## config.mk

```make
export PLATFORM = sky130hd
export DESIGN_NAME = sdram_pin_front
export DESIGN_NICKNAME = d
export VERILOG_FILES = /design/src/verilog/sdram_pin_pkg.sv /design/src/verilog/sdram_pin_front.sv /design/src/verilog/lane_mem.sv
export SDC_FILE = /design/constraint.sdc
export NUM_CORES = 2
export LEC_CHECK = 0
export BUFFER_PORTS_ARGS = -buffer_cell sky130_fd_sc_hd__buf_2
export CORE_MARGIN = 4
export CORE_UTILIZATION = 37
export CTS_CLUSTER_DIAMETER = 100
export CTS_CLUSTER_SIZE = 25
export DETAILED_ROUTE_END_ITERATION = 6
export GPL_TIMING_DRIVEN = 0
export MAX_ROUTING_LAYER = met4
export REMOVE_ABC_BUFFERS = 1
export SLEW_MARGIN = 20
export SYNTH_ARGS = -nofsm -noshare
export SYNTH_HDL_FRONTEND = slang
export SYNTH_HIERARCHICAL = 1
export SYNTH_SLANG_ARGS = --single-unit
```

## constraint.sdc

```tcl
create_clock -name ref_clk -period 7.8 [get_ports ref_clk]
set_input_delay 1.56 -clock ref_clk [delete_from_list [all_inputs] [get_ports ref_clk]]
set_output_delay 1.56 -clock ref_clk [all_outputs]
set_load 0.02 [all_outputs]
```

## src/verilog/sdram_pin_pkg.sv

```systemverilog
// shared constants and carrier types for the memory pin front end
package sdram_pin_pkg;
  localparam int ADDR_W = 12;
  localparam int COL_W = 9;
  localparam int BANK_W = 2;
  localparam int DATA_W = 16;
  localparam int LANE_W = 8;
  localparam int NUM_BANKS = 4;
  localparam int FLAG_BIT = 10;
  localparam int MASK_LAT = 2;
  localparam int BURST_W = 4;
  localparam logic [BURST_W-1:0] BURST_LEN = 4'h4;
  localparam logic [BURST_W-1:0] READ_LAT = 4'h2;
  localparam int MEM_AW = 8;

  // command code {cs_n, ras_n, cas_n, we_n}
  typedef enum logic [3:0] {
    CMD_MODE = 4'h0,
    CMD_REFRESH = 4'h1,
    CMD_PRECHARGE = 4'h2,
    CMD_ACTIVE = 4'h3,
    CMD_WRITE = 4'h4,
    CMD_READ = 4'h5,
    CMD_TERMINATE = 4'h6,
    CMD_NOP = 4'h7
  } cmd_t;

  typedef struct packed {
    logic cs_n;
    logic ras_n;
    logic cas_n;
    logic we_n;
    logic bank_select_bit1;
    logic bank_select_bit0;
    logic [ADDR_W-1:0] addr;
    logic high_byte_mask;
    logic low_byte_mask;
  } pins_t;

  typedef struct packed {
    logic [BANK_W+ADDR_W-1:0] op_code;
    logic valid;
  } mode_t;
endpackage : sdram_pin_pkg

```

## src/verilog/sdram_pin_front.sv

```systemverilog
`timescale 1ns/10ps
// device-side pin decode: command, bank, row, column, flags, byte masks and data bus
module sdram_pin_front #(
  parameter int ADDR_W = sdram_pin_pkg::ADDR_W,
  parameter int DATA_W = sdram_pin_pkg::DATA_W
) (
  input wire logic ref_clk,
  input wire logic sys_rst,
  input wire logic cs_n,
  input wire logic ras_n,
  input wire logic cas_n,
  input wire logic we_n,
  input wire logic bank_select_bit0,
  input wire logic bank_select_bit1,
  input wire logic [ADDR_W-1:0] addr,
  input wire logic low_byte_mask,
  input wire logic high_byte_mask,
  input wire logic [DATA_W-1:0] data_bus_in,
  output logic [DATA_W-1:0] data_bus_out,
  output logic [1:0] data_bus_oe,
  output logic [sdram_pin_pkg::BANK_W+ADDR_W-1:0] mode_op_code,
  output logic mode_load,
  output logic [sdram_pin_pkg::NUM_BANKS-1:0] bank_open,
  output logic [sdram_pin_pkg::NUM_BANKS-1:0] precharge_done,
  output logic auto_precharge
);
  localparam int BW = sdram_pin_pkg::BANK_W;
  localparam int NB = sdram_pin_pkg::NUM_BANKS;
  localparam int CW = sdram_pin_pkg::COL_W;
  localparam int MAW = sdram_pin_pkg::MEM_AW;
  localparam int LAT = sdram_pin_pkg::MASK_LAT;

  typedef enum {IDLE, WR_BURST, RD_BURST} burst_t;

  // stage 1: all pins registered on the rising edge
  sdram_pin_pkg::pins_t pins_reg, pins_next;
  always_comb begin
    pins_next = '{cs_n: cs_n, ras_n: ras_n, cas_n: cas_n, we_n: we_n,
                  bank_select_bit1: bank_select_bit1, bank_select_bit0: bank_select_bit0,
                  addr: addr, high_byte_mask: high_byte_mask,
                  low_byte_mask: low_byte_mask};
  end
  logic [DATA_W-1:0] din_reg;

  always_ff @(posedge ref_clk or posedge sys_rst) begin
    if (sys_rst) begin
      pins_reg <= '{cs_n: 1'b1, ras_n: 1'b1, cas_n: 1'b1, we_n: 1'b1, default: '0};
      din_reg <= '0;
    end else begin
      pins_reg <= pins_next;
      din_reg <= data_bus_in;
    end
  end

  sdram_pin_pkg::cmd_t cmd;
  logic [BW-1:0] bank;
  logic [1:0] mask;
  always_comb begin
    cmd = sdram_pin_pkg::cmd_t'({pins_reg.cs_n, pins_reg.ras_n,
                                  pins_reg.cas_n, pins_reg.we_n});
    if (pins_reg.cs_n) begin
      cmd = sdram_pin_pkg::CMD_NOP;
    end
    bank = {pins_reg.bank_select_bit1, pins_reg.bank_select_bit0};
    mask = {pins_reg.high_byte_mask, pins_reg.low_byte_mask};
  end

  // per-bank row and burst state
  logic [ADDR_W-1:0] row_reg [NB], row_next [NB];
  logic [NB-1:0] open_reg, open_next, pre_reg, pre_next;
  burst_t st_reg, st_next;
  logic [BW-1:0] bbank_reg, bbank_next;
  logic [CW-1:0] col_reg, col_next;
  logic [3:0] cnt_reg, cnt_next;
  logic ap_reg, ap_next;
  logic [BW+ADDR_W-1:0] op_reg, op_next;
  logic ml_reg, ml_next;
  logic [3:0] rdly_reg, rdly_next;

  always_comb begin
    row_next = row_reg;
    open_next = open_reg;
    pre_next = '0;
    st_next = st_reg;
    bbank_next = bbank_reg;
    col_next = col_reg;
    cnt_next = cnt_reg;
    ap_next = ap_reg;
    op_next = op_reg;
    ml_next = 1'b0;
    rdly_next = rdly_reg;
    // running burst advances regardless of chip select
    if (st_reg != IDLE) begin
      if (rdly_reg != 4'h0) begin
        rdly_next = rdly_reg - 4'h1;
      end else begin
        col_next = col_reg + CW'(1);
        if (cnt_reg == 4'h1) begin
          st_next = IDLE;
          if (ap_reg) begin
            open_next[bbank_reg] = 1'b0;
            pre_next[bbank_reg] = 1'b1;
          end
        end
        cnt_next = cnt_reg - 4'h1;
      end
    end
    case (cmd)
      sdram_pin_pkg::CMD_ACTIVE: begin
        row_next[bank] = pins_reg.addr;
        open_next[bank] = 1'b1;
      end
      sdram_pin_pkg::CMD_READ, sdram_pin_pkg::CMD_WRITE: begin
        st_next = (cmd == sdram_pin_pkg::CMD_READ) ? RD_BURST : WR_BURST;
        bbank_next = bank;
        ap_next = pins_reg.addr[sdram_pin_pkg::FLAG_BIT];
        if (cmd == sdram_pin_pkg::CMD_READ) begin
          col_next = pins_reg.addr[CW-1:0];
          cnt_next = sdram_pin_pkg::BURST_LEN;
          rdly_next = sdram_pin_pkg::READ_LAT - 4'h1;
        end else begin
          // command edge already stored beat 0, so the burst goes on one column later
          col_next = pins_reg.addr[CW-1:0] + CW'(1);
          cnt_next = sdram_pin_pkg::BURST_LEN - 4'h1;
          rdly_next = 4'h0;
        end
      end
      sdram_pin_pkg::CMD_PRECHARGE: begin
        if (pins_reg.addr[sdram_pin_pkg::FLAG_BIT]) begin
          open_next = '0;
          pre_next = '1;
        end else begin
          open_next[bank] = 1'b0;
          pre_next[bank] = 1'b1;
        end
      end
      sdram_pin_pkg::CMD_MODE: begin
        op_next = {bank, pins_reg.addr};
        ml_next = 1'b1;
      end
      sdram_pin_pkg::CMD_TERMINATE: begin
        st_next = IDLE;
      end
      default: begin
      end
    endcase
  end

  always_ff @(posedge ref_clk or posedge sys_rst) begin
    if (sys_rst) begin
      for (int i = 0; i < NB; i++) begin
        row_reg[i] <= '0;
      end
      open_reg <= '0;
      pre_reg <= '0;
      st_reg <= IDLE;
      bbank_reg <= '0;
      col_reg <= '0;
      cnt_reg <= 4'h0;
      ap_reg <= 1'b0;
      op_reg <= '0;
      ml_reg <= 1'b0;
      rdly_reg <= 4'h0;
    end else begin
      row_reg <= row_next;
      open_reg <= open_next;
      pre_reg <= pre_next;
      st_reg <= st_next;
      bbank_reg <= bbank_next;
      col_reg <= col_next;
      cnt_reg <= cnt_next;
      ap_reg <= ap_next;
      op_reg <= op_next;
      ml_reg <= ml_next;
      rdly_reg <= rdly_next;
    end
  end

  // storage: address formed from bank, low row bits and column
  logic wr_beat;
  logic [1:0] wr_lane_en;
  logic [MAW-1:0] mem_addr;
  logic [DATA_W-1:0] rd_data;
  always_comb begin
    wr_beat = (st_reg == WR_BURST) || (cmd == sdram_pin_pkg::CMD_WRITE);
    wr_lane_en = wr_beat ? ~mask : 2'b00;
    if (cmd == sdram_pin_pkg::CMD_WRITE) begin
      mem_addr = MAW'({bank, row_reg[bank][1:0], pins_reg.addr[3:0]});
    end else begin
      mem_addr = MAW'({bbank_reg, row_reg[bbank_reg][1:0], col_reg[3:0]});
    end
  end

  lane_mem #(.AW(MAW), .DW(DATA_W), .LW(sdram_pin_pkg::LANE_W)) u_mem (
    .ref_clk(ref_clk),
    .wr_addr(mem_addr),
    .wr_data(din_reg),
    .wr_lane_en(wr_lane_en),
    .rd_addr(mem_addr),
    .rd_data(rd_data)
  );

  // read output: drive while burst beats flow, mask delayed two clocks
  logic [1:0] mdly_reg [LAT-1], mdly_next [LAT-1];
  logic rd_act_reg, rd_act_next;
  logic [1:0] oe_reg, oe_next;
  logic [DATA_W-1:0] dout_reg, dout_next;
  always_comb begin
    mdly_next[0] = mask;
    for (int i = 1; i < LAT - 1; i++) begin
      mdly_next[i] = mdly_reg[i-1];
    end
    rd_act_next = (st_reg == RD_BURST) && (rdly_reg == 4'h0);
    // mask sampled at edge n floats the lane from edge n+2
    oe_next = rd_act_reg ? ~mdly_reg[LAT-2] : 2'b00;
    dout_next = rd_data;
  end

  always_ff @(posedge ref_clk or posedge sys_rst) begin
    if (sys_rst) begin
      for (int i = 0; i < LAT - 1; i++) begin
        mdly_reg[i] <= 2'b00;
      end
      rd_act_reg <= 1'b0;
      oe_reg <= 2'b00;
      dout_reg <= '0;
    end else begin
      mdly_reg <= mdly_next;
      rd_act_reg <= rd_act_next;
      oe_reg <= oe_next;
      dout_reg <= dout_next;
    end
  end

  assign data_bus_out = dout_reg;
  assign data_bus_oe = oe_reg;
  assign mode_op_code = op_reg;
  assign mode_load = ml_reg;
  assign bank_open = open_reg;
  assign precharge_done = pre_reg;
  assign auto_precharge = ap_reg;
endmodule : sdram_pin_front

```

## src/verilog/lane_mem.sv

```systemverilog
`timescale 1ns/10ps
// small byte-lane storage with registered read data
module lane_mem #(
  parameter int AW = 8,
  parameter int DW = 16,
  parameter int LW = 8
) (
  input wire logic ref_clk,
  input wire logic [AW-1:0] wr_addr,
  input wire logic [DW-1:0] wr_data,
  input wire logic [DW/LW-1:0] wr_lane_en,
  input wire logic [AW-1:0] rd_addr,
  output logic [DW-1:0] rd_data
);
  logic [DW-1:0] mem [0:(1<<AW)-1];

  always_ff @(posedge ref_clk) begin
    for (int i = 0; i < DW/LW; i++) begin
      if (wr_lane_en[i]) begin
        mem[wr_addr][i*LW +: LW] <= wr_data[i*LW +: LW];
      end
    end
    rd_data <= mem[rd_addr];
  end
endmodule : lane_mem

```

==> reports/qor.csv <==
metric;value;unit
status;finished, final reports clean;
finalClockSkew;0.0673;ns
drt-total-wl;398000;um
die_area;454000;sq um
yosysWarnings;6;
viasPerCell;5.66;
drc_errors;0;
nets;7943;
wl_per_cell;28.7;um
cts-root-buf;clkbuf_16;
cellLeakagePower;0.0546;uW
hold_viol_final;0;
nFillCells;38500;
cts_buffer_depth;4;
setup_violations;0;
r2r_start;pins_reg[18]$_DFF_PP1_;
gr-total-overflow;0;
r2r_end;u_mem/mem[191][14]$_DFFE_PP_;
critPathMaxFanout;64;
clkTransAtPathRegs;0.10;ns
arrival;7.93;ns
antenna_left;0;
hold_path_class;register to register;
grt_setup_unrepaired;true;
finalPower;52900;uW
postCtsSetupRepairBufs;0;
htreeDepth;4;
syn_area;164000;sq um
final_cell_count_no_fill;13900;
layout_commonest_cell;edfxtp_1;
critPathKind;register to register;
worstHoldPathCells;0;
crit_path_cell_trace;nor4b_2 -> buf_4 -> mux2_8 -> buf_16 -> buf_16 -> buf_16 -> buf_16 -> buf_16 -> buf_16 -> nand4_1 -> buf_6 -> inv_1 -> nand2_4 -> nor2_1;
port-buffer-count;79;
ys_seq_area_frac;0.769;
relSlewSlack;0.215;
synthArstFlopShare;0.0249;
yosysUniqueCellTypes;68;
period_share;0.948;
tightestPinTransition;1.17;ns
path_buf_inv;9;
start_kind;register;
clk-insertion-delay-late;0.96;ns
rows;244;
vias;78500;
cts_buffers;193;
ys.flop_type;edfxtp_1;
cp_top_family;buffers and inverters;
core;441000;sq um
clock_sinks;4217;
first_global_vias;78300;
syn-instance-count;7963;
grt_max_degree;82;
antenna_found_initial;14;
crit_required;8.33;ns
track_usage;0.176;
min_period;7.40;ns
grt_pass1_wl;570000;um
largest_register_ff_count;4096;
critPathSlowestCell;nor2_1;
gp_congestion;0.793;
drv_slew;0;
dp.cells;13600;
synth-edff-count;4096;
syn2layout_area_growth;8.88;%
clock.fmax;135;MHz
path_common_cell;buf_16;
cts_tree;yes;
layout-drive-gt1-share;0.181;
rrSetupSlack;0.40;ns
ff2ff_path_depth;14;
hold-path-endpoint;data_bus_out[12]$_DFF_PP0_;
slowest_delay;0.85;ns
max-cap-violations;0;
drtIter0Drc;9116;
die_x;674;um
final.setup.tns;0;ns
end_kind;register;
ir_drop;301;uV
initial_utilization;0.371;
drt_pass1_iterations;5;
final_cell_mix;4096 x edfxtp_1, 788 x mux4_2, 623 x mux2i_1, 524 x nor2_1, 266 x o221ai_1;
largest_register;u_mem/mem;
die_h;674;um
pin_count;80;
powerDensity;296;nW/um^2
dp_hpwl;250000;um
synth.ff_latch_count;4217;
hp-start;u_mem/rd_data[12]$_DFF_P_;
synth.avg_cell_area;20.6;sq um
layout make-up:
| type | instances | area, sq um | share of cell area |
|---|---|---|---|
| Antenna cell | 11 | 27.5 | 0.000154 |
| Clock buffer | 244 | 5060 | 0.0284 |
| Clock inverter | 13 | 203 | 0.00114 |
| Inverter | 16 | 80.1 | 0.000449 |
| Multi-Input combinational cell | 3221 | 35400 | 0.199 |
| Sequential cell | 4217 | 126000 | 0.706 |
| Tap cell | 5904 | 7390 | 0.0414 |
| Timing Repair Buffer | 251 | 4220 | 0.0237 |
stage by stage:
step	hold WS [ns]	worst slack [ns]	cell area (sq um)	utilization
finish	0.332	0.404	178000	0.404
global route	0.339	-0.0424	178000	0.404
CTS	0.333	0.306	178000	0.404
detailed placement	0.320	0.377	173000	0.392
global placement	0.323	-52.58	169000	0.382
floorplan	0.316	-30.08	161000	-
kinds of logic (layout without fill, tap and decap cells):
group	Yosys count	after routing	synth area share
adders and majority gates	5	5	0.000382
other	0	11	0
muxes	1505	1505	0.153
DFF	4217	4217	0.769
buffers and inverters	525	524	0.0184
and+or+nand+nor	872	872	0.0236
AOI/OAI and AO/OA	835	835	0.0361
xor gates and xnor gates	4	4	0.000214
how the worst max path moves through the flow:
stage | startpoint | endpoint | slack [ns] | cells after the start
CTS | pins_reg[18]$_DFF_PP1_ | u_mem/mem[127][12]$_DFFE_PP_ | 0.31 | 14
global route | pins_reg[18]$_DFF_PP1_ | u_mem/mem[63][15]$_DFFE_PP_ | -0.04 | 14
global placement | pins_reg[18]$_DFF_PP1_ | u_mem/mem[255][12]$_DFFE_PP_ | -52.58 | 6
finish | pins_reg[18]$_DFF_PP1_ | u_mem/mem[191][14]$_DFFE_PP_ | 0.40 | 14
detailed placement | pins_reg[18]$_DFF_PP1_ | u_mem/mem[127][9]$_DFFE_PP_ | 0.38 | 14
floorplan | pins_reg[18]$_DFF_PP1_ | u_mem/mem[207][0]$_DFFE_PP_ | -30.08 | 4
Yosys cell counts, types with 5 or more instances:
library cell | count | area (sq um)
clkbuf_1 | 298 | 1120
or3_1 | 7 | 43.8
nor2_1 | 536 | 2010
nand2_1 | 63 | 236
edfxtp_1 | 4096 | 123000
nor2b_1 | 11 | 68.8
nand4_1 | 28 | 175
a22o_1 | 32 | 280
a31oi_1 | 6 | 37.5
o31ai_1 | 19 | 143
inv_1 | 14 | 52.6
o21ai_0 | 39 | 195
a211oi_1 | 9 | 67.6
o221ai_1 | 266 | 2330
dfxtp_1 | 16 | 320
o211ai_1 | 13 | 97.6
nand3_1 | 52 | 260
buf_2 | 68 | 340
mux2_2 | 94 | 1060
and2_1 | 5 | 31.3
buf_6 | 78 | 878
nor4_2 | 5 | 62.6
a22oi_1 | 32 | 240
ha_1 | 5 | 62.6
and3_1 | 5 | 31.3
buf_12 | 6 | 120
a32oi_1 | 8 | 70.1
a221oi_1 | 16 | 140
dfrtp_1 | 101 | 2530
nand2b_1 | 6 | 37.5
nor3_1 | 105 | 526
buf_8 | 14 | 210
a21oi_1 | 198 | 991
nor4_1 | 20 | 125
buf_4 | 31 | 233
mux4_2 | 788 | 17700
o22ai_1 | 172 | 1080
a311oi_1 | 5 | 43.8
o32ai_1 | 12 | 105
mux2i_1 | 623 | 6240
buf_1 | 13 | 48.8
worst reg2reg max path, stage by stage (launching register included):
cell	delay, ns
dfstp_2	0.62
nor4b_2	0.58
buf_4	0.26
mux2_8	0.45
buf_16	0.44
buf_16	0.42
buf_16	0.44
buf_16	0.52
buf_16	0.42
buf_16	0.41
nand4_1	0.62
buf_6	0.39
inv_1	0.12
nand2_4	0.44
nor2_1	0.89
power breakdown:
group	total [uW]	internal [uW]	switching, uW
logic	16400	6850	9510
clock network	11300	4630	6690
registers	25200	25000	222
routing by layer:
| layer | GRT usage | share of wire |
|---|---|---|
| met1 | 0.242 | 0.42 |
| met2 | 0.280 | 0.49 |
| met3 | 0.0222 | 0.072 |
| met4 | 0.0454 | 0.026 |
| met5 | - | 0 |
repair_timing:
item | CTS | global route
resized for setup | 0 | 3
endpoints found under the setup margin | 0 | 78
hold endpoints to repair | 0 | 0
hold buffers | 0 | 0
Note: power is estimated with default switching activity, not from simulation.
